<file path="config.mk">
export PLATFORM = sky130hd
export DESIGN_NAME = atss_sequencer
export DESIGN_NICKNAME = d
export VERILOG_FILES = /design/src/hw/atss_pkg.sv /design/src/hw/atss_sequencer.sv /design/src/hw/atss_conv_clk.sv
export SDC_FILE = /design/constraint.sdc
export NUM_CORES = 1
export LEC_CHECK = 0
export BUFFER_PORTS_ARGS = -buffer_cell sky130_fd_sc_hd__buf_2
export CAP_MARGIN = 25
export CORE_MARGIN = 1.5
export CORE_UTILIZATION = 49
export CTS_CLUSTER_DIAMETER = 120
export DETAILED_ROUTE_END_ITERATION = 6
export PLACE_DENSITY = 0.8
export SYNTH_ARGS = -nofsm -noshare
export SYNTH_HDL_FRONTEND = slang
export SYNTH_HIERARCHICAL = 1
export SYNTH_SLANG_ARGS = --single-unit
</file>
<file path="constraint.sdc">
create_clock -name clk_i -period 2.9 [get_ports clk_i]
set_input_delay 0.58 -clock clk_i [delete_from_list [all_inputs] [get_ports clk_i]]
set_output_delay 0.58 -clock clk_i [all_outputs]
set_load 0.02 [all_outputs]
</file>
<file path="src/hw/atss_pkg.sv">
// Package with constants and types for the touch screen converter sequencer
package atss_pkg;
    // ------------------------------------------------------------
    // Field widths and channels
    // ------------------------------------------------------------
    localparam int RES_W = 10;
    localparam int CH_W = 3;
    localparam int PRE_W = 8;
    localparam logic [2:0] CH_X_SENSE = 3'h5;
    localparam logic [2:0] CH_Y_SENSE = 3'h7;
    localparam logic [1:0] AXIS_NONE = 2'h0;
    localparam logic [1:0] AXIS_X = 2'h1;
    localparam logic [1:0] AXIS_Y = 2'h2;
    localparam logic [1:0] AXIS_WAIT = 2'h3;
    // ------------------------------------------------------------
    // Control word layout and reset values
    // ------------------------------------------------------------
    localparam int CTRL_FLAG_BIT = 15;
    localparam int CTRL_PRE_HI = 13;
    localparam int CTRL_PRE_LO = 6;
    localparam int CTRL_STBY_BIT = 2;
    localparam logic [7:0] PRE_RESET = 8'hFF;
    localparam logic [9:0] RESULT_RESET = 10'h000;
    // ------------------------------------------------------------
    // Timing
    // ------------------------------------------------------------
    localparam int CONV_CYCLES = 5;
    localparam real CONV_CLK_MAX_MHZ = 2.5;
    localparam real SYS_CLK_MHZ = 10.0;
    // Smallest legal prescale value for the converter clock limit
    localparam int PRE_MIN = $rtoi(SYS_CLK_MHZ / CONV_CLK_MAX_MHZ + 0.999) - 1;

    // Panel transistor controls
    typedef struct packed {
        logic y_plus_drive_n;
        logic y_minus_ground;
        logic x_plus_drive_n;
        logic x_minus_ground;
        logic x_plus_pullup;
    } atss_panel_t;

    // Result words
    typedef struct packed {
        logic [9:0] x_result_field;
        logic [9:0] y_result_field;
    } atss_result_t;
endpackage : atss_pkg

</file>
<file path="src/hw/atss_sequencer.sv">
// Touch screen converter sequencer top module
// Overview of operation
// - Auto and axis both zero: plain conversion into x result field.
// - Axis one: convert X, store x result, then pulse done interrupt.
// - Axis two: convert Y, store y result, then pulse done interrupt.
// - X drives x-plus, grounds x-minus, senses ch5; Y mirrors on ch7.
// - Auto X phase uses the same pad setup as separate X.
// - Auto set, axis zero: convert X then Y without further requests.
// - Auto stores X then Y, one done interrupt after both.
// - Each result is a 10-bit code of the selected input.
// - Converter clock at most 2.5 MHz; software picks the prescale.
// - Converter clock is system clock over prescale plus one; five cycles.
// - Drive four panel transistor controls and pick channels 7 and 5.
// - Pull-up on channel 7 for stylus contact detection.
// - Eight selectable analog input channels.
// - Prescale field sits in bits 13 to 6 of the control word.
// - End flag bit 15 reads 0 while busy, 1 when done.
// - In wait mode, stylus press raises the touch interrupt.
// - Standby halts conversion and keeps both result fields.
`timescale 1ns/10ps
`default_nettype none
module atss_sequencer #(
    parameter int RES_W = atss_pkg::RES_W,
    parameter int PRE_W = atss_pkg::PRE_W
) (
    // Clock and reset
    input wire logic clk_i,
    input wire logic sys_rst_i,
    // Software control
    input wire logic start_i,
    input wire logic auto_sequence_select_i,
    input wire logic [1:0] manual_axis_select_i,
    input wire logic [atss_pkg::CH_W-1:0] channel_select_i,
    input wire logic [PRE_W-1:0] prescale_value_i,
    input wire logic standby_select_i,
    input wire logic pullup_disable_i,
    // Converter core
    input wire logic [RES_W-1:0] sample_i,
    input wire logic stylus_down_i,
    // Converter and panel outputs
    output logic [atss_pkg::CH_W-1:0] analog_input_sel_o,
    output var atss_pkg::atss_panel_t panel_o,
    // Status and results
    output logic [15:0] converter_control_word_o,
    output var atss_pkg::atss_result_t result_o,
    output logic conv_done_irq_o,
    output logic stylus_touch_irq_o
);
    typedef enum logic [1:0] {
        ATSS_IDLE,
        ATSS_CONV_X,
        ATSS_CONV_Y
    } atss_state_t;

    atss_state_t state_reg;
    logic [2:0] cyc_reg;
    logic done_flag_reg;
    logic auto_reg;
    logic [1:0] axis_reg;
    logic [atss_pkg::CH_W-1:0] ch_reg;
    logic [RES_W-1:0] x_reg;
    logic [RES_W-1:0] y_reg;
    logic done_irq_reg;
    logic touch_irq_reg;
    logic stylus_prev_reg;
    logic tick;
    logic conv_end;
    logic busy;

    assign busy = (state_reg != ATSS_IDLE);

    // clock limit is software choice; prescale below minimum is out of spec
    atss_conv_clk #(
        .PRE_W(PRE_W)
    ) u_clk (
        .clk_i(clk_i),
        .sys_rst_i(sys_rst_i),
        .run_i(busy && !standby_select_i),
        .prescale_value_i(prescale_value_i),
        .tick_o(tick)
    );

    assign conv_end = tick && (cyc_reg == 3'(atss_pkg::CONV_CYCLES - 1));

    // ------------------------------------------------------------
    // Sequencer state
    // ------------------------------------------------------------
    // start ignored while busy
    // standby blocks new starts and freezes progress
    // auto runs Y after X without new request
    always_ff @(posedge clk_i) begin
        if (sys_rst_i) begin
            state_reg <= ATSS_IDLE;
            auto_reg <= 1'b0;
            axis_reg <= atss_pkg::AXIS_NONE;
            ch_reg <= '0;
        end else begin
            case (state_reg)
                ATSS_IDLE: begin
                    if (start_i && !standby_select_i && manual_axis_select_i != atss_pkg::AXIS_WAIT) begin
                        auto_reg <= auto_sequence_select_i;
                        axis_reg <= manual_axis_select_i;
                        ch_reg <= channel_select_i;
                        if (!auto_sequence_select_i && manual_axis_select_i == atss_pkg::AXIS_Y) begin
                            state_reg <= ATSS_CONV_Y;
                        end else begin
                            state_reg <= ATSS_CONV_X;
                        end
                    end
                end
                ATSS_CONV_X: begin
                    if (conv_end) begin
                        state_reg <= auto_reg ? ATSS_CONV_Y : ATSS_IDLE;
                    end
                end
                ATSS_CONV_Y: begin
                    if (conv_end) begin
                        state_reg <= ATSS_IDLE;
                    end
                end
                default: begin
                    state_reg <= ATSS_IDLE;
                end
            endcase
        end
    end

    // ------------------------------------------------------------
    // Converter cycle count
    // ------------------------------------------------------------
    // five converter cycles per conversion
    always_ff @(posedge clk_i) begin
        if (sys_rst_i || !busy) begin
            cyc_reg <= '0;
        end else if (conv_end) begin
            cyc_reg <= '0;
        end else if (tick) begin
            cyc_reg <= cyc_reg + 3'h1;
        end
    end

    // ------------------------------------------------------------
    // Result capture
    // ------------------------------------------------------------
    // plain conversion lands in x result field
    // X then Y into separate words
    always_ff @(posedge clk_i) begin
        if (sys_rst_i) begin
            x_reg <= atss_pkg::RESULT_RESET;
            y_reg <= atss_pkg::RESULT_RESET;
        end else if (conv_end) begin
            if (state_reg == ATSS_CONV_Y) begin
                y_reg <= sample_i;
            end else begin
                x_reg <= sample_i;
            end
        end
    end

    // ------------------------------------------------------------
    // End flag and done interrupt
    // ------------------------------------------------------------
    // end flag clears at start, sets at completion
    // one pulse only after both in auto
    always_ff @(posedge clk_i) begin
        if (sys_rst_i) begin
            done_flag_reg <= 1'b0;
            done_irq_reg <= 1'b0;
        end else begin
            done_irq_reg <= conv_end && !(state_reg == ATSS_CONV_X && auto_reg);
            if (conv_end && !(state_reg == ATSS_CONV_X && auto_reg)) begin
                done_flag_reg <= 1'b1;
            end else if (!busy && start_i && !standby_select_i && manual_axis_select_i != atss_pkg::AXIS_WAIT) begin
                done_flag_reg <= 1'b0;
            end
        end
    end

    // ------------------------------------------------------------
    // Stylus touch interrupt
    // ------------------------------------------------------------
    // touch pulse on press in wait mode
    always_ff @(posedge clk_i) begin
        if (sys_rst_i) begin
            stylus_prev_reg <= 1'b0;
            touch_irq_reg <= 1'b0;
        end else begin
            stylus_prev_reg <= stylus_down_i;
            touch_irq_reg <= !busy && manual_axis_select_i == atss_pkg::AXIS_WAIT
                && stylus_down_i && !stylus_prev_reg;
        end
    end

    // ------------------------------------------------------------
    // Panel and channel drive
    // ------------------------------------------------------------
    // X and Y pad setups
    // auto X phase same as separate X
    // four transistor controls and sense channels
    // pull-up on channel 7 when waiting
    // any of eight channels for plain conversion
    always_comb begin
        panel_o.y_plus_drive_n = 1'b1;
        panel_o.y_minus_ground = 1'b0;
        panel_o.x_plus_drive_n = 1'b1;
        panel_o.x_minus_ground = 1'b0;
        panel_o.x_plus_pullup = 1'b0;
        analog_input_sel_o = ch_reg;
        if (state_reg == ATSS_CONV_X && (auto_reg || axis_reg == atss_pkg::AXIS_X)) begin
            panel_o.x_plus_drive_n = 1'b0;
            panel_o.x_minus_ground = 1'b1;
            analog_input_sel_o = atss_pkg::CH_X_SENSE;
        end else if (state_reg == ATSS_CONV_Y) begin
            panel_o.y_plus_drive_n = 1'b0;
            panel_o.y_minus_ground = 1'b1;
            analog_input_sel_o = atss_pkg::CH_Y_SENSE;
        end else if (!busy && manual_axis_select_i == atss_pkg::AXIS_WAIT) begin
            panel_o.y_minus_ground = 1'b1;
            panel_o.x_plus_pullup = !pullup_disable_i;
        end
    end

    // prescale in bits 13..6, flag in bit 15
    always_comb begin
        converter_control_word_o = '0;
        converter_control_word_o[atss_pkg::CTRL_FLAG_BIT] = done_flag_reg;
        converter_control_word_o[atss_pkg::CTRL_PRE_HI:atss_pkg::CTRL_PRE_LO] = prescale_value_i;
        converter_control_word_o[atss_pkg::CTRL_STBY_BIT] = standby_select_i;
    end

    assign result_o.x_result_field = x_reg;
    assign result_o.y_result_field = y_reg;
    assign conv_done_irq_o = done_irq_reg;
    assign stylus_touch_irq_o = touch_irq_reg;
endmodule : atss_sequencer
`default_nettype wire

</file>
<file path="src/hw/atss_conv_clk.sv">
// Converter clock prescaler producing one enable pulse per converter clock
`timescale 1ns/10ps
`default_nettype none
module atss_conv_clk #(
    parameter int PRE_W = 8
) (
    // Clock and reset
    input wire logic clk_i,
    input wire logic sys_rst_i,
    // Control
    input wire logic run_i,
    input wire logic [PRE_W-1:0] prescale_value_i,
    // Tick
    output logic tick_o
);
    logic [PRE_W-1:0] cnt_reg;

    // ------------------------------------------------------------
    // Divide by value plus one
    // ------------------------------------------------------------
    // divide by N+1
    always_ff @(posedge clk_i) begin
        if (sys_rst_i || !run_i) begin
            cnt_reg <= '0;
        end else if (cnt_reg >= prescale_value_i) begin
            cnt_reg <= '0;
        end else begin
            cnt_reg <= cnt_reg + 1'b1;
        end
    end

    assign tick_o = run_i && (cnt_reg >= prescale_value_i);
endmodule : atss_conv_clk
`default_nettype wire

</file>
; ---- Word-level counts from Yosys, hierarchy flattened
; Index checks and enable logic that the tools add are counted.
; W data, S select, Z words.
[op_classes]
add_sub_neg = 2
order_cmp = 1
n_eq_ne = 10
mux = 18
n_bitwise = 1
n_reduce_logical = 34
[op_table]
columns = cell, count
row1 = $logic_and A1 B1 Y1, 15
row2 = $mux W2, 7
row3 = $add A8 B1 Y8 const B, 1
row4 = $ge A8 B8 Y1, 1
row5 = $mux W1, 8
row6 = $ne A2 B2 Y1 const B, 4
row7 = $logic_not A1 Y1, 7
row8 = $eq A2 B2 Y1 const B, 3
row9 = $mux W3, 2
row10 = $pmux W2 S3, 1
row11 = $reduce_and A2 Y1, 3
row12 = $eq A2 B1 Y1 const B, 2
row13 = $reduce_bool A2 Y1, 2
row14 = $reduce_or A2 Y1, 2
row15 = $add A3 B1 Y3 const B, 1
row16 = $eq A3 B3 Y1 const B, 1
row17 = $logic_or A1 B1 Y1, 3
row18 = $reduce_and A3 Y1, 1
row19 = $logic_not A2 Y1, 1
row20 = $not A1 Y1, 1
[word_totals]
reg_bits = 43
inputBits = 30

; ---- Depth between registers and ports, before layout
[logic_depth]
word_depth = 7
mapped_depth = 11

; ---- Hierarchy
; Netlist, hierarchy kept.
[modules_own_cells]
columns = mod, instances, cells_per_inst, area_each_um2, seq_area_each_um2
row1 = atss_sequencer, 1, 189, 1551.5, 700.7
row2 = atss_conv_clk, 1, 62, 510.5, 160.2

; ---- Worst setup path after synthesis
; OpenSTA, ideal clock, no wires.
[synth_timing]
kind = input -> register
start = input port prescale_value_i[7]
end = register x_reg[3]
setup_time_ps = 70
arrival_ps = 2369
t_required_ps = 2830
slack_ps = 461
cell_stages = 11
n_path_buf = 2
path_cell_list = inv_1 > ha_1 > nand2_1 > o21ai_0 > a21oi_1 > nor2b_1 > and3_1 > clkbuf_1 > clkbuf_1 > nand3_1 > a21oi_1
[synth_via]
elab_chain_cells = 4
[synth_rtl]
columns = element, line
row1 = start: declaration, atss_sequencer.sv:34  ; input wire logic [PRE_W-1:0] prescale_value_i,
row2 = $ge A8 B8 Y1, atss_conv_clk.sv:32  ; assign tick_o = run_i && (cnt_reg >= prescale_value_i);
row3 = $logic_and A1 B1 Y1, atss_conv_clk.sv:32
row4 = net tick, atss_sequencer.sv:66  ; logic tick;
row5 = $logic_and A1 B1 Y1, atss_sequencer.sv:83  ; assign conv_end = tick && (cyc_reg == 3'(atss_pkg::CONV_CYCLES - 1));
row6 = $reduce_and A2 Y1 (no source line), -
row7 = end signal: assignment, atss_sequencer.sv:149  ; x_reg <= atss_pkg::RESULT_RESET;
row8 = end signal: assignment, atss_sequencer.sv:155  ; x_reg <= sample_i;
row9 = end: declaration, atss_sequencer.sv:61  ; logic [RES_W-1:0] x_reg;
; The timed path passes the listed nets, and every way through them passes these cells.
; A chain may end at the register's enable or synchronous reset.

; ---- Worst setup path in the final report
[layout_timing]
start = register state_reg[1]
end = output port analog_input_sel_o[0] (netlist bit)
[layout_via]
elab_chain_cells = 3
word_cells_on_any_way = 5
[layout_rtl]
columns = element, line
row1 = start: declaration, atss_sequencer.sv:55  ; atss_state_t state_reg;
row2 = start signal: assignment, atss_sequencer.sv:113  ; state_reg <= auto_reg ? ATSS_CONV_Y : ATSS_IDLE;
row3 = $eq A2 B2 Y1 or $eq A2 B1 Y1 (tied branches), "atss_sequencer.sv:213, atss_sequencer.sv:209"
row4 = $mux W3 or $logic_and A1 B1 Y1 (tied branches), "atss_sequencer.sv:213, atss_sequencer.sv:209"
row5 = $mux W3 *, atss_sequencer.sv:209  ; if (state_reg == ATSS_CONV_X && (auto_reg || axis_reg == atss_pkg::AXIS_X)) begin
row6 = end: declaration, atss_sequencer.sv:41  ; output logic [atss_pkg::CH_W-1:0] analog_input_sel_o,
; Every way passes the cells marked *; elsewhere a longest branch is shown, timed or not.

==> flow_summary.toml <==
[run_status]
status = "finished clean"

[synthesis]
synthSimpleGateAreaFrac = 0.191
ys_seq_area_frac = 0.417
synth.distinct_cells = 36
ys_ff_latch = 43
synth_compound_area_frac = 0.175
synth_edf_count = 0
synth.avg_cell_area_um2 = 8.22
synth_top_area_frac = 0.417
async_flop_share = 0
ys_top_cells_by_count = "dfxtp_1, a21oi_1, nand3_1"
syn_inst = 251
syn_area_um2 = 2060
synth_mux_area_frac = 0.00485
ys_warn_count = 6
synthFlopType = "dfxtp_1"
yosysMostFrequentCell = "dfxtp_1"
synth_fa_ha_area_frac = 0.0667
synth_top_family_by_area = "simple AND/OR/NAND/NOR gates"
synth.area.top_cells = "dfxtp_1, a21oi_1, nand3_1"
synth_top_area_cell = "dfxtp_1"
synthXorXnorAreaFrac = 0.0340

[timing]
maxSlewViolCount = 0
timing_hold_violations_final = 0
fmax_mhz = 411
setup_viol = 0
skew_ns = 0.0112
rsz0062_at_grt = "no"
period_share = 0.839
period_needed_ns = 2.43
tightest_slew_ns = 0.638
slew-limit-headroom = 0.574
setup-tns-final_ns = 0

[pwr]
power.density_nw_per_um2 = 444
p_total_uw = 1080
ir_worst_vdd_mv = 0.370
leakagePower_uw = 0.00107

[die]
initial_utilization = 0.512
fp.dieH_um = 67.9
num_rows = 23
die_w_um = 67.9
core_region_area_um2 = 4030
dieArea_um2 = 4610
io_pins = 76

[layout]
fin_nets = 346
syn2layout_area_growth_pct = 17.8
antenna_cells = 0
drive_above_1_share = 0.275
fill_cells = 376

[grt]
antenna_found_initial = 0
grt_usage = 0.196
grt_remaining_overflow = 0
grt_max_degree = 36
grt_pass1_wl_um = 6860
first_global_vias = 1571

[cts]
clk_latency_ns = 0.30
cts_buffers = 5
clkTransAtPathRegs_ns = 0.08
cts.htree.levels = 2
clockBufferDepth = 2
clkSinkCount = 43
post_cts_resized = 0
cts_hold_buffers = 0
cts_root_buffer = "clkbuf_8"
post_cts_buffers = 0
cts_tree = "done"

[place]
port_buffers = 69
dpl.hpwl_um = 3080
routabilityCongestion = 0.754

[detailed_routing]
vias = 1865
remaining_drc_errors = 0
drtAntennaViolNets = 0
totalWireLength_um = 4310
drtIter0Drc = 154
via_per_inst = 5.24
firstDrtPassIters = 4
routedWlPerCell_um = 12.1

[worst_setup_path]
worst_ep_arrival_time_ns = 1.85
cpPeakStageDelay_ns = 0.44
crit_path_end_kind = "output pin"
cp_data_required_time_ns = 2.32
worst_path_max_delay_cell = "dfxtp_1"
rrSetupSlack_ns = 0.56
cp_cell_sequence = "nor2b_1 -> buf_4 -> inv_1 -> nand3b_1 -> buf_2"
cp_max_fo = 23
worstSetupStartpointType = "flip-flop"
path_class = "flip-flop to output pin"

[flow_run]
cap_violations = 0

[worst_hold_path]
hp-class = "flip-flop to flip-flop"
[worst paths after layout]
kind	startpoint	to	cells after the start
worst max-delay path	state_reg[1]$_SDFFE_PP0P_	analog_input_sel_o[0]	5
worst min-delay path	ch_reg[2]$_SDFFE_PP0P_	ch_reg[2]$_SDFFE_PP0P_	2
worst max register to register	u_clk/cnt_reg[0]$_SDFF_PP0_	y_reg[5]$_SDFFE_PP0P_	10
worst min register to register	ch_reg[2]$_SDFFE_PP0P_	ch_reg[2]$_SDFFE_PP0P_	2
[where the power goes]
group / leakage, uW / total (uW) / internal (uW) / switching (uW)
Combinational: 0.000682 / 106 / 38.5 / 67.4
Sequential: 0.000347 / 600 / 596 / 4.33
Clock: 0.0000402 / 373 / 167 / 205
[worst max-delay path: cells and delay by family (launching register included)]
| family | cells | cell delay, ns |
|---|---|---|
| buf+inv | 3 | 0.76 |
| flops | 1 | 0.44 |
| simple gates | 2 | 0.36 |
[cell type report]
cell class              instances  area [um^2]  area share
clock buffers                   5         68.8      0.0283
clock inverters                 3         20.0     0.00824
inverters                      13         48.8      0.0201
multi-input cells             169          993       0.409
flip-flops and latches         43          861       0.354
well taps                      50         62.6      0.0257
repair buffers                 73          375       0.154
[cells by family (layout without fill, tap and decap cells)]
family,Yosys count,count (layout)
buf+inv,44,94
xor+xnor,8,8
simple gates,76,76
other cells,1,6
flops,43,43
compound gates,67,67
mux,1,1
fa+ha+maj,11,11
[through the flow]
step / area (um^2) / std cells / setup slack, ns / utilization / hold slack, ns
floorplan: 2080 / 256 / 0.461 / - / 0.430
global placement: 2340 / 348 / 0.358 / 0.581 / 0.450
detailed placement: 2340 / 348 / 0.258 / 0.581 / 0.458
CTS: 2430 / 356 / 0.475 / 0.603 / 0.473
global route: 2430 / 356 / 0.280 / 0.603 / 0.491
finish: 2430 / 356 / 0.467 / 0.603 / 0.471
[cell usage in the layout (no fill, tap or decap), types with 5 or more instances in the layout]
cell type  netlist  final
buf_2            1     69
dfxtp_1         43     43
nand3_1         30     30
a21oi_1         30     30
o21ai_0         28     28
nor2_1          16     16
inv_1           13     13
ha_1            11     11
nand2_1          9      9
conb_1           1      6
nor2b_1          5      5
xnor2_1          5      5
clkbuf_8         0      5
[per-layer routing]
| layer | GRT usage | part of all wire |
|---|---|---|
| met5 | 0 | 0 |
| met4 | 0.0650 | 0.018 |
| met3 | 0.0559 | 0.052 |
| met2 | 0.308 | 0.47 |
| met1 | 0.261 | 0.46 |
No activity file was read; power rests on OpenSTA's default activity.
